### config.mk
export PLATFORM = sky130hd
export DESIGN_NAME = backplane_interrupt_unit
export DESIGN_NICKNAME = d
export VERILOG_FILES = /design/src/core/backplane_irq_pkg.sv /design/src/core/backplane_interrupt_unit.sv
export SDC_FILE = /design/constraint.sdc
export NUM_CORES = 1
export LEC_CHECK = 0
export BUFFER_PORTS_ARGS = -buffer_cell sky130_fd_sc_hd__buf_2
export CAP_MARGIN = 10
export CORE_AREA = 2 2 116 84
export DETAILED_ROUTE_END_ITERATION = 8
export DIE_AREA = 0 0 118 86
export PLACE_DENSITY_LB_ADDON = 0.2
export SLEW_MARGIN = 20
export SYNTH_ARGS = -nofsm -noshare
export SYNTH_HDL_FRONTEND = slang
export SYNTH_SLANG_ARGS = --single-unit
### constraint.sdc
create_clock -name clk -period 2.45 [get_ports clk]
set_clock_uncertainty 0.2 [all_clocks]
set_input_delay 0.245 -clock clk [delete_from_list [all_inputs] [get_ports clk]]
set_output_delay 0.245 -clock clk [all_outputs]
set_load 0.05 [all_outputs]
### src/core/backplane_irq_pkg.sv
// Constants for the backplane interrupt unit: register offsets, bit positions,
// reset values, handshake states and timing figures.
// Assumes a 200 MHz processor-side clock and an 8-bit local I/O bus.
package backplane_irq_pkg;

	// ==========================================================
	// Register offsets on the local I/O bus
	localparam logic [15:0] OFS_LEVEL_MASK = 16'h0147;
	localparam logic [15:0] OFS_GROUP_MASK = 16'h0148;
	localparam logic [15:0] OFS_CLEAR_COND = 16'h0149;
	localparam logic [15:0] OFS_DONE_VECTOR = 16'h014B;
	localparam logic [15:0] OFS_GROUP_STATUS = 16'h014C; // Read side
	localparam logic [15:0] OFS_SOFT_NMI = 16'h014C; // Write side
	localparam logic [15:0] OFS_ACK_VECTOR = 16'h014D;
	localparam logic [15:0] OFS_LEVEL_SELECT = 16'h014E;
	localparam logic [15:0] OFS_LINE_STATUS = 16'h014F; // Read side
	localparam logic [15:0] OFS_OUT_VECTOR = 16'h014F; // Write side

	// ==========================================================
	// Bit positions in group mask, clear condition and group status
	localparam int BIT_DONE = 0;
	localparam int BIT_VME = 2;
	localparam int BIT_BUS_ERROR_CONDITION = 3;
	localparam int BIT_POWER_FAIL_ENABLE = 4;
	localparam int BIT_SOFT = 5;
	localparam int BIT_SYSTEM_FAIL_ENABLE = 7;
	localparam int BIT_PENDING_FLAG = 7;

	// ==========================================================
	// Reset values
	localparam logic [7:0] RST_GROUP_MASK = 8'h00;
	localparam logic [7:0] RST_CLEAR_COND = 8'h00;
	localparam logic [6:0] RST_LEVEL_MASK = 7'h00;
	localparam logic [7:0] RST_VECTOR = 8'h00;
	localparam logic [2:0] RST_LEVEL_SEL = 3'h0;
	localparam logic [1:0] RST_STRAP = 2'h1; // Host level 11

	// Host maskable level strap codes
	localparam logic [1:0] STRAP_LEVEL5 = 2'h0;
	localparam logic [1:0] STRAP_LEVEL11 = 2'h1;
	localparam logic [1:0] STRAP_LEVEL12 = 2'h2;

	// Lowest outgoing level the interrupter may drive
	localparam logic [2:0] OUT_LEVEL_MIN = 3'h3;

	// ==========================================================
	// Timing: latest NMI after trigger write, beyond the instruction
	localparam int NMI_LATENCY_CLOCKS = 3;
	localparam int CLK_PERIOD_PS = 5000;

	// Acknowledge handshake states, Gray along idle -> wait -> release
	typedef enum logic [1:0] {
		ACK_IDLE = 2'b00,
		ACK_WAIT = 2'b01,
		ACK_RELEASE = 2'b11
	} ack_state_t;

endpackage
### src/core/backplane_interrupt_unit.sv
// Backplane interrupt unit: NMI sources, maskable request forwarding,
// outgoing interrupter and acknowledge handling, all in one clock domain.
// Assumes backplane pins are already synchronous to clk and that the
// processor issues one I/O request at a time and waits for io_ready.
//
// What this block does
// [RULE_01] Any write to trigger register raises NMI
// [RULE_02] Software NMI flag visible in group status
// [RULE_03] Clear-condition bit set then clear drops flag
// [RULE_04] NMI reaches processor within three clocks
// [RULE_05] Enabled power-fail drives NMI as level
// [RULE_06] Software disables power-fail while still active
// [RULE_07] Enabled system-fail drives NMI as level
// [RULE_08] Handler toggles status lamp around its run; this block has no lamp, it is kept outside the unit
// [RULE_09] Every bus-error rising edge raises NMI; code raises it only with the mask bit set and the clear bit unset
// [RULE_10] Writing bus-error clear bit drops condition
// [RULE_11] DONE and requests share strapped host line
// [RULE_12] Acknowledge read runs cycle, returns vector
// [RULE_13] Processor waits until backplane DTACK arrives
// [RULE_14] Highest unmasked level served, seven highest
// [RULE_15] DONE vector when only DONE pending
// [RULE_16] Set clear bit masks DONE and bus-error
// [RULE_17] Software polls status then re-arms clear bit
// [RULE_18] Raw request lines readable regardless of mask
// [RULE_19] Masked request lines never acknowledged
// [RULE_20] Vector write asserts selected line three-seven
// [RULE_21] Remote acknowledge answered with last vector
// [RULE_22] Outgoing acknowledge sets DONE condition
// [RULE_23] Serious sources assert host channel check
// [RULE_24] Outgoing line released after acknowledge completes
`timescale 1ns/1ps

module backplane_interrupt_unit
	import backplane_irq_pkg::*;
(
	// Clock and reset
	input wire logic clk,
	input wire logic rst_n,
	// Local processor I/O bus
	input wire logic [15:0] io_addr,
	input wire logic io_rd,
	input wire logic io_wr,
	input wire logic [7:0] io_wdata,
	output logic [7:0] io_rdata,
	output logic io_ready,
	// Host interrupt lines and strap
	input wire logic [1:0] host_level_strap,
	output logic host_channel_check,
	output logic host_irq5,
	output logic host_irq11,
	output logic host_irq12,
	// Backplane system condition lines, active low
	input wire logic power_fail_n,
	input wire logic system_fail_n,
	input wire logic bus_error_n,
	// Backplane request lines IRQ7..IRQ1, open drain
	input wire logic [7:1] irq_n_i,
	output logic [7:1] irq_n_o,
	output logic [7:1] irq_n_oe,
	// Acknowledge cycle run by this unit as handler
	output logic iack_n,
	output logic [2:0] iack_level,
	// Acknowledge cycle arriving from a remote handler
	input wire logic remote_iack_n,
	input wire logic [2:0] remote_iack_level,
	// Backplane data byte, two-way
	input wire logic [7:0] vme_data_i,
	output logic [7:0] vme_data_o,
	output logic vme_data_oe,
	// Backplane DTACK, open drain
	input wire logic dtack_n_i,
	output logic dtack_n_o,
	output logic dtack_n_oe
);

	// ==========================================================
	// Decoding helpers

	// Highest requesting level, 7 first; zero when none
	function automatic logic [2:0] top_level(input logic [7:1] req);
		logic [2:0] lvl;
		lvl = 3'h0;
		for (int i = 1; i <= 7; i++) begin
			if (req[i]) begin
				lvl = 3'(i);
			end
		end
		return lvl;
	endfunction

	// One-hot line for a level code; codes below three select nothing
	function automatic logic [7:1] level_line(input logic [2:0] code);
		logic [7:1] line;
		line = 7'h00;
		for (int i = 1; i <= 7; i++) begin
			if (code == 3'(i) && code >= OUT_LEVEL_MIN) begin
				line[i] = 1'b1;
			end
		end
		return line;
	endfunction

	// ==========================================================
	// State of the whole unit
	typedef struct packed {
		logic [6:0] level_mask;
		logic [7:0] group_source_mask;
		logic [7:0] condition_clear;
		logic [7:0] done_vector;
		logic [2:0] outgoing_level_code;
		logic [7:0] outgoing_vector;
		logic outgoing_pending;
		logic answering;
		logic software_nmi_flag;
		logic bus_error_condition;
		logic done_condition;
		logic bus_error_q;
		ack_state_t ack_state;
		logic [2:0] ack_level;
		logic [7:0] rdata;
		logic ready;
		logic [1:0] strap;
	} state_t;

	state_t s;
	state_t next_s;

	logic [7:1] irq_active;
	logic [7:1] irq_enabled;
	logic vme_pending;
	logic power_fail_nmi;
	logic system_fail_nmi;
	logic bus_error_rise;
	logic remote_match;
	logic [7:0] group_status;
	logic maskable_req;

	// ==========================================================
	// Combinational conditions
	assign irq_active = ~irq_n_i; // [RULE_18]
	assign irq_enabled = irq_active & s.level_mask; // [RULE_19]
	assign vme_pending = |irq_enabled;

	// Level sources pass straight through; no latch, so the NMI drops
	// as soon as the line or its enable goes away
	assign power_fail_nmi = ~power_fail_n & s.group_source_mask[BIT_POWER_FAIL_ENABLE]; // [RULE_05]
	assign system_fail_nmi = ~system_fail_n & s.group_source_mask[BIT_SYSTEM_FAIL_ENABLE]; // [RULE_07]
	// Edge of the pin going inactive again marks a finished bus error
	assign bus_error_rise = bus_error_n & ~s.bus_error_q; // [RULE_09]

	// Remote acknowledge addressed at our pending level
	assign remote_match = ~remote_iack_n && s.outgoing_pending
		&& remote_iack_level == s.outgoing_level_code
		&& s.outgoing_level_code >= OUT_LEVEL_MIN;

	// Group status image
	always_comb begin
		group_status = 8'h00;
		group_status[BIT_SYSTEM_FAIL_ENABLE] = ~system_fail_n;
		group_status[BIT_SOFT] = s.software_nmi_flag; // [RULE_02]
		group_status[BIT_POWER_FAIL_ENABLE] = ~power_fail_n;
		group_status[BIT_BUS_ERROR_CONDITION] = s.bus_error_condition;
		group_status[BIT_VME] = vme_pending;
		group_status[BIT_DONE] = s.done_condition;
	end

	// ==========================================================
	// Next-state logic
	always_comb begin
		next_s = s;
		next_s.ready = 1'b0;
		next_s.bus_error_q = bus_error_n;
		// Strap is static; sampled every cycle, never under reset
		next_s.strap = host_level_strap;

		// Clear-condition bits hold their conditions down while set
		if (s.condition_clear[BIT_SOFT]) begin
			next_s.software_nmi_flag = 1'b0; // [RULE_03]
		end
		if (s.condition_clear[BIT_BUS_ERROR_CONDITION]) begin
			next_s.bus_error_condition = 1'b0; // [RULE_10]
		end
		if (s.condition_clear[BIT_DONE]) begin
			next_s.done_condition = 1'b0;
		end

		// Hardware sets, gated off by the clear bits so a held clear wins
		if (bus_error_rise && !s.condition_clear[BIT_BUS_ERROR_CONDITION]) begin
			next_s.bus_error_condition = 1'b1; // [RULE_09] [RULE_16]
		end

		// Answer a remote acknowledge with the stored vector
		if (!s.answering && remote_match) begin
			next_s.answering = 1'b1; // [RULE_21]
		end else if (s.answering && remote_iack_n) begin
			next_s.answering = 1'b0;
			next_s.outgoing_pending = 1'b0; // [RULE_24]
			if (!s.condition_clear[BIT_DONE]) begin
				next_s.done_condition = 1'b1; // [RULE_22] [RULE_16]
			end
		end

		// Register writes take one cycle and answer with ready
		if (io_wr && s.ack_state == ACK_IDLE) begin
			next_s.ready = 1'b1;
			case (io_addr)
				OFS_LEVEL_MASK: begin
					next_s.level_mask = io_wdata[6:0];
				end
				OFS_GROUP_MASK: begin
					next_s.group_source_mask = io_wdata;
				end
				OFS_CLEAR_COND: begin
					next_s.condition_clear = io_wdata;
				end
				OFS_DONE_VECTOR: begin
					next_s.done_vector = io_wdata;
				end
				OFS_SOFT_NMI: begin
					next_s.software_nmi_flag = 1'b1; // [RULE_01]
				end
				OFS_LEVEL_SELECT: begin
					next_s.outgoing_level_code = io_wdata[2:0];
				end
				OFS_OUT_VECTOR: begin
					// Vector must not change under a running answer
					if (!s.answering) begin
						next_s.outgoing_vector = io_wdata;
						next_s.outgoing_pending = 1'b1; // [RULE_20]
					end
				end
				default: begin
				end
			endcase
		end

		// Reads and the handler side acknowledge cycle
		case (s.ack_state)
			ACK_IDLE: begin
				if (io_rd) begin
					next_s.ready = 1'b1;
					case (io_addr)
						OFS_LEVEL_MASK: next_s.rdata = {1'b0, s.level_mask};
						OFS_GROUP_MASK: next_s.rdata = s.group_source_mask;
						OFS_CLEAR_COND: next_s.rdata = s.condition_clear;
						OFS_DONE_VECTOR: next_s.rdata = s.done_vector;
						OFS_GROUP_STATUS: next_s.rdata = group_status;
						OFS_LEVEL_SELECT: begin
							next_s.rdata = {s.outgoing_pending, 4'h0, s.outgoing_level_code};
						end
						OFS_LINE_STATUS: next_s.rdata = {1'b0, irq_active}; // [RULE_18]
						OFS_ACK_VECTOR: begin
							if (vme_pending) begin
								// Backplane request beats DONE; wait for DTACK
								next_s.ready = 1'b0; // [RULE_13]
								next_s.ack_level = top_level(irq_enabled); // [RULE_14]
								next_s.ack_state = ACK_WAIT; // [RULE_12] [RULE_15]
							end else begin
								next_s.rdata = s.done_vector; // [RULE_15]
							end
						end
						default: next_s.rdata = 8'h00;
					endcase
				end
			end
			ACK_WAIT: begin
				// Processor stays in wait states until DTACK
				if (!dtack_n_i) begin
					next_s.rdata = vme_data_i; // [RULE_12]
					next_s.ready = 1'b1; // [RULE_13]
					next_s.ack_state = ACK_RELEASE;
				end
			end
			ACK_RELEASE: begin
				// Let the interrupter remove DTACK before going idle
				if (dtack_n_i) begin
					next_s.ack_state = ACK_IDLE;
				end
			end
			default: begin
				next_s.ack_state = ACK_IDLE;
			end
		endcase
	end

	// ==========================================================
	// State register
	always_ff @(posedge clk or negedge rst_n) begin
		if (!rst_n) begin
			s.level_mask <= RST_LEVEL_MASK;
			s.group_source_mask <= RST_GROUP_MASK;
			s.condition_clear <= RST_CLEAR_COND;
			s.done_vector <= RST_VECTOR;
			s.outgoing_level_code <= RST_LEVEL_SEL;
			s.outgoing_vector <= RST_VECTOR;
			s.outgoing_pending <= 1'b0;
			s.answering <= 1'b0;
			s.software_nmi_flag <= 1'b0;
			s.bus_error_condition <= 1'b0;
			s.done_condition <= 1'b0;
			s.bus_error_q <= 1'b1;
			s.ack_state <= ACK_IDLE;
			s.ack_level <= 3'h0;
			s.rdata <= 8'h00;
			s.ready <= 1'b0;
			s.strap <= RST_STRAP;
		end else begin
			s <= next_s;
		end
	end

	// ==========================================================
	// Host-facing outputs
	assign io_rdata = s.rdata;
	assign io_ready = s.ready;

	// Flag is registered one edge after the write, well inside the limit
	assign host_channel_check = s.software_nmi_flag // [RULE_04] [RULE_23]
		| power_fail_nmi | system_fail_nmi
		| (s.bus_error_condition & s.group_source_mask[BIT_BUS_ERROR_CONDITION]);

	// DONE and enabled backplane requests share one strapped line
	assign maskable_req = (s.done_condition & s.group_source_mask[BIT_DONE])
		| (vme_pending & s.group_source_mask[BIT_VME]); // [RULE_11]
	assign host_irq5 = maskable_req && s.strap == STRAP_LEVEL5; // [RULE_11]
	assign host_irq11 = maskable_req && s.strap == STRAP_LEVEL11;
	assign host_irq12 = maskable_req && s.strap == STRAP_LEVEL12;

	// ==========================================================
	// Backplane-facing outputs
	assign irq_n_o = 7'h00; // Open drain only ever pulls low
	assign irq_n_oe = s.outgoing_pending ? level_line(s.outgoing_level_code) : 7'h00; // [RULE_20]
	assign iack_n = s.ack_state != ACK_WAIT;
	assign iack_level = s.ack_level;
	assign vme_data_o = s.outgoing_vector; // [RULE_21]
	assign vme_data_oe = s.answering;
	assign dtack_n_o = 1'b0;
	assign dtack_n_oe = s.answering;

endmodule

* After elaboration in Yosys (flattened, before gate mapping)
Cells that the tools add are included.
Storage, ports and cells: flip-flop bits (word level) 64, output and inout bits 42
Cells by class: magnitude comparators 1, equal/unequal tests 27, mux-type cells 43, bitwise logic cells 17, reductions and logical operators 34
Operators with widths (number):
- == test 16 x 9 -> 1 bit, second input constant | 8
- one-hot mux 8 bit (8 select lines) | 1
- two-way mux 1 bit | 25
- two-way mux 3 bit | 6
- one-hot mux 9 bit (2 select lines) | 1
- logical AND 1 bit | 17
- two-way mux 14 bit | 1
- == test 3 bit, second input constant | 4
- two-way mux 5 bit | 2
- AND reduction 2 bit | 5
- two-way mux 9 bit | 1
- two-way mux 8 bit | 1
- inequality test 2 bit, second input constant | 4
- AND reduction 4 bit | 2
- bitwise AND 7 bit | 1
- two-way mux 7 bit | 1
- inverter 7 bit | 1
- OR reduction 7 bit | 1
- bitwise AND 1 bit | 6
- == test 3 x 2 -> 1 bit, second input constant | 2
- two-way mux 2 bit | 3
- one-hot mux 2 bit (3 select lines) | 1
- nonzero test 2 bit | 3
- inverter 1 bit | 5
- 12 further kinds | 20

* Depth between registers and ports, before layout
depth in word-level cells 13, gate-level depth with buffers 7, gate-level depth less buffers 5

* Worst setup path before layout
OpenSTA, ideal clock, no wires.
path type input to register, start point in io_addr[13], end point reg s (netlist bit io_rdata[0]), arrival time 2.164 ns, path slack -0.041 ns, cell stages on the path 7, path through or4_1 > or3_1 > buf_2 > a2111oi_2 > buf_2 > o21ai_1 > o32a_2
On the way: cells in the longest elaborated chain, start to end 4
Ends and longest elaborated chain:
- start: declaration | line backplane_interrupt_unit.sv:40 | input wire logic [15:0] io_addr,
- == test 16 x 9 -> 1 bit | line backplane_interrupt_unit.sv:242 | case (io_addr)
- one-hot mux 8 bit (8 select lines) | line backplane_interrupt_unit.sv:242
- two-way mux 14 bit | line backplane_interrupt_unit.sv:240 | if (io_rd) begin
- one-hot mux 9 bit (2 select lines) | line backplane_interrupt_unit.sv:238 | case (s.ack_state)
- end signal: assignment | line backplane_interrupt_unit.sv:308 | s <= next_s;
- end: declaration | line backplane_interrupt_unit.sv:125 | state_t s;
Parallel ways exist; a longest one is shown, timed or not. The select of a mux whose other input is x is not followed. A chain may end at the register's enable or synchronous reset.

* Worst setup path in the final report
start point reg s[62] (netlist name), end point out host_irq11
On the way: cells in the longest elaborated chain, start to end 5
Ends and longest elaborated chain:
- bitwise AND 7 bit | line backplane_interrupt_unit.sv:141 | assign irq_enabled = irq_active & s.level_mask;
- OR reduction 7 bit | line backplane_interrupt_unit.sv:142 | assign vme_pending = |irq_enabled;
- bitwise AND 1 bit | line backplane_interrupt_unit.sv:324 | | (vme_pending & s.group_source_mask[BIT_VME]);
- OR 1 bit | line backplane_interrupt_unit.sv:324
- logical AND 1 bit | line backplane_interrupt_unit.sv:326 | assign host_irq11 = maskable_req && s.strap == STRAP_LEVEL11;
- end: declaration | line backplane_interrupt_unit.sv:50 | output logic host_irq11,
No other way between the ends.

==> flow_results.org <==
** Die
- The die is 118 um wide.
- Full die area :: 10150 um^2
- The initial utilization of the core area, before any placement, comes to 39.75%.
- Die height :: 86 um
- In this run the count of I/O pins placed on the die edge is 95.
- Area inside the core boundary :: 8962 um^2
- Count of standard-cell rows :: 29

** Min path
- Worst Hold End :: vme_data_o[7]$_DFFE_PN0P_
- The worst hold path passes through 2 cells.
- Class of the most critical hold timing path :: in2reg
- In this run the most critical hold path is launched from io_wdata[7].

** Cells and area
- Utilization after layout :: 51.43%
- Relative to the synthesized area, the layout overhead comes to 29.40%.
- Fillers :: 828
- After the flow finishes, the layout carries non-filler instances totaling 561.
- Final net count :: 485
- Across the whole layout, storage elements account for 1604 um^2.
- Post-route cell area :: 4609 um^2
- The number of antenna diodes in the final layout is 0.
- The multi-input combinational cells in the finished layout cover a total of 1702 um^2.
- Fraction of layout cells with a size suffix above 1 :: 43.71%

** Status
- The flow ran to the end, and the final reports show no timing, DRC or antenna violations.

** Setup path
- Startpoint of the worst register-to-register path :: s[62]$_DFFE_PN0P_
- Arrival time reported for the critical path endpoint :: 1.94 ns
- Worst Setup End Kind :: output pin
- Number of cell instances on the worst register-to-register path :: 9
- For flop-to-flop paths, the worst setup slack is 0.11 ns.
- Data on the critical path is required at its endpoint by 2.01 ns.
- Critical-path maximum fanout :: 4
- The worst setup path is of the reg2out kind.
- In this run the critical register-to-register path is captured at io_rdata[0]$_DFFE_PN0P_.
- Startpoint types :: flop

** Synth
- Part of the Yosys area used for sequential elements :: 45.03%
- Yosys synthesis warning count :: 0
- #FFs+latches synth :: 64
- Number of enable flip-flop cells after synthesis :: 0
- Synthesized instance count :: 332
- Largest area contributor in the netlist :: sky130_fd_sc_hd__dfrtp_1
- Proportion of netlist area held by the largest area contributor :: 43.55%
- Synthesized area :: 3562 um^2
- Among all flip-flop cells after synthesis, the most frequent one is sky130_fd_sc_hd__dfrtp_1.
- In the synthesized netlist the async set-or-reset flop fraction comes to 100.0%.
- Sorting the synthesized cells by area gives the leading types as sky130_fd_sc_hd__dfrtp_1 44%, sky130_fd_sc_hd__mux2_2 14%, sky130_fd_sc_hd__buf_4 6.3%.
- Unique cell type count in the Yosys netlist :: 57
- Post-synthesis area per instance :: 10.73 um^2

** Routing
- Post-route ant nets :: 0
- Count of routing violations after the opening detailed-route iteration :: 249
- Using the TritonRoute via totals, the vias-per-cell ratio works out to 5.198.
- After detailed routing, no signal wire sits above met4.
- Wires add up to 9646 um.
- DR DRC count :: 0
- Routed length on met2 :: 4018 um
- The detailed router placed 2916 vias in this run.
- After detailed routing, the average wire length per cell comes to 17.19 um.
- Routed wire length on met3 :: 665 um
- Number of optimization iterations in the first detailed-route pass :: 4
- For this block, wires on met1 add up to 4903 um.

** Power and ir drop
- Tot Pwr :: 2798 uW
- Of the total power, the share spent switching nets is 22.29%.
- Summed over all nets, the switching power comes to 623.7 uW.
- Internal power comes to 2174 uW.
- Per report_power, the combinational group accounts for 9.3% of the total.
- Power share of the sequential group :: 38.6%
- Maximum vdd drop :: 0.5912 mV
- Power density of the placed cells :: 607.0 nW/um^2
- Clock power frac :: 52.2%
- The analysis attributes to cell leakage a power of 0.002203 uW.

** STA
- Final-report hold violation count :: 0
- Static timing analysis puts the maximum clock frequency at 418.4 MHz.
- Actual slew at the worst max-slew pin :: 0.5950 ns
- Setup violations remaining at the end of the flow were counted as 0.
- For the final routed database, the setup TNS stands at 0 ns.
- Final Cycle Share :: 97.54%
- Time the worst path needs with I/O delays and setup :: 2.390 ns
- Worst slew margin :: 60.33%
- Max Slew Vio Count :: 0

** Clock tree
- CTS Buf Count :: 9
- Clock sink total :: 64
- TritonCTS clock tree :: yes
- H-tree level count :: 3
- Clk Latency, worst-skew pair :: 0.33 ns
- The cell sitting at the root of the clock tree is a sky130_fd_sc_hd__clkbuf_16.
- Clock transition at the registers of the reported paths :: 0.05 ns
- Max Root-Sink Buffers :: 2

** GRT
- The via count of the first global-routing pass is 2785.
- Entering global routing, the biggest net connects 26 pins.
- Overall routing resource usage :: 20.07%
- GRT overflow :: 0
- The first global-routing pass estimated 15480 um of wire.
- The initial antenna violation count came to 0.

** Place
- Inst Count DP :: 535
- Area of placed instances :: 4155 um^2
- Detailed placement finished with a half-perimeter wire length of 7306 um.
- Buffers placed on the I/O ports in this run total 84.
- Final Wtd Congestion :: 0.8589

** Run
- The tool flagged a number of max-cap violations equal to 0.
-- per-layer routing --
metal	GRT usage, %	up-vias
met5	0	-
met4	4.929	0
met3	6.051	5
met2	28.65	112
met1	29.63	1400
li1	-	1399
-- cells in the mapped netlist (3+ instances only) --
| master | instances |
|---|---|
| sky130_fd_sc_hd__and3_1 | 3 |
| sky130_fd_sc_hd__o21ai_0 | 12 |
| sky130_fd_sc_hd__o22ai_1 | 8 |
| sky130_fd_sc_hd__o31ai_1 | 4 |
| sky130_fd_sc_hd__nor4b_1 | 3 |
| sky130_fd_sc_hd__mux2_2 | 43 |
| sky130_fd_sc_hd__a21oi_1 | 11 |
| sky130_fd_sc_hd__o211ai_1 | 4 |
| sky130_fd_sc_hd__nand4_1 | 4 |
| sky130_fd_sc_hd__buf_4 | 30 |
| sky130_fd_sc_hd__nand3b_1 | 3 |
| sky130_fd_sc_hd__a22oi_1 | 3 |
| sky130_fd_sc_hd__nand3_1 | 7 |
| sky130_fd_sc_hd__nor3b_1 | 7 |
| sky130_fd_sc_hd__nand2_1 | 19 |
| sky130_fd_sc_hd__a22o_1 | 4 |
| sky130_fd_sc_hd__dfrtp_1 | 62 |
| sky130_fd_sc_hd__inv_1 | 7 |
| sky130_fd_sc_hd__clkbuf_1 | 12 |
| sky130_fd_sc_hd__nor2_1 | 9 |
| sky130_fd_sc_hd__nor3_1 | 3 |
| sky130_fd_sc_hd__a2bb2oi_1 | 8 |
| sky130_fd_sc_hd__nand2b_1 | 8 |
| sky130_fd_sc_hd__nor2b_1 | 11 |
| sky130_fd_sc_hd__a31oi_1 | 4 |
-- kinds of logic (layout without fill, tap and decap cells) --
logic type	after synthesis	in the layout	synth area share, %
compound gates	72	72	14.16
xor+xnor	2	2	0.4918
buf+inv	52	148	8.711
flops	64	64	45.03
mux	45	45	14.16
other cells	1	10	0.1053
simple gates	96	96	17.35
-- area by class of cell --
type / instances / area share, %
Clock inverter: 5 / 2.253
Tap cell: 124 / 3.366
Timing Repair Buffer: 125 / 16.83
Sequential cell: 64 / 34.80
Inverter: 7 / 0.5700
Clock buffer: 11 / 5.266
Multi-Input combinational cell: 225 / 36.92
-- power by group through the flow --
stage | Clock, uW | Sequential [uW] | Combinational (uW)
6_report | 1460 | 1080 | 259
5_1_grt | 1540 | 1080 | 280
4_1_cts | 1500 | 1080 | 260
3_5_place_dp | 0 | 1100 | 251
3_3_place_gp | 0 | 1100 | 249
2_1_floorplan | 0 | 1100 | 159
-- critical path: stages (launching register included) --
cell	delay (ns)
sky130_fd_sc_hd__dfrtp_1	0.40
sky130_fd_sc_hd__nor2b_1	0.15
sky130_fd_sc_hd__nor4_1	0.27
sky130_fd_sc_hd__buf_4	0.18
sky130_fd_sc_hd__nand2_1	0.09
sky130_fd_sc_hd__a22oi_2	0.24
sky130_fd_sc_hd__nor3b_1	0.09
sky130_fd_sc_hd__buf_4	0.20
-- registers in the layout (all words and copies together) (netlist names) --
name          flops
iack_level        3
group_status      3
dtack_n_oe        1
s                40
io_rdata          8
io_ready          1
vme_data_o        8
-- per-stage QoR --
step / setup slack, ns / hold WS, ns
3_3_place_gp: -0.1188 / 0.07747
5_1_grt: -0.02322 / 0.01490
6_report: 0.06019 / 0.01915
3_5_place_dp: -0.1761 / 0.08113
2_1_floorplan: -0.0006131 / -0.2506
4_1_cts: 0.02566 / 0.004735
-- cell usage in the layout (no fill, tap or decap), types with 7 or more instances in the layout --
| cell type | synthesis | layout |
|---|---|---|
| sky130_fd_sc_hd__inv_1 | 7 | 7 |
| sky130_fd_sc_hd__nor2b_1 | 11 | 11 |
| sky130_fd_sc_hd__nor2_1 | 9 | 9 |
| sky130_fd_sc_hd__o21ai_0 | 12 | 12 |
| sky130_fd_sc_hd__nand2b_1 | 8 | 8 |
| sky130_fd_sc_hd__a21oi_1 | 11 | 11 |
| sky130_fd_sc_hd__nand2_1 | 19 | 19 |
| sky130_fd_sc_hd__nand3_1 | 7 | 7 |
| sky130_fd_sc_hd__nor3b_1 | 7 | 7 |
| sky130_fd_sc_hd__conb_1 | 1 | 10 |
| sky130_fd_sc_hd__clkbuf_16 | 0 | 9 |
| sky130_fd_sc_hd__o22ai_1 | 8 | 8 |
| sky130_fd_sc_hd__dfrtp_1 | 62 | 62 |
| sky130_fd_sc_hd__a2bb2oi_1 | 8 | 8 |
| sky130_fd_sc_hd__buf_2 | 2 | 81 |
| sky130_fd_sc_hd__buf_4 | 30 | 36 |
| sky130_fd_sc_hd__mux2_2 | 43 | 43 |
-- worst max path at each step --
stage / from / depth (start not counted) / to
2_1_floorplan: io_addr[13] / 5 / vme_data_o[0]$_DFFE_PN0P_
3_3_place_gp: io_addr[13] / 6 / io_rdata[0]$_DFFE_PN0P_
3_5_place_dp: io_addr[13] / 7 / io_rdata[0]$_DFFE_PN0P_
4_1_cts: s[63]$_DFFE_PN0P_ / 7 / host_irq11
5_1_grt: s[62]$_DFFE_PN0P_ / 7 / host_irq11
6_report: s[62]$_DFFE_PN0P_ / 7 / host_irq11
-- repair_timing --
action | in CTS | in global routing
setup endpoints to repair | 3 | 4
resized for setup | 1 | 7
endpoints found under the hold margin | 30 | 0
buffers inserted | 0 | 4
pin swaps | 1 | 2
hold buffers | 6 | 0
No activity file was read; power rests on OpenSTA's default activity.
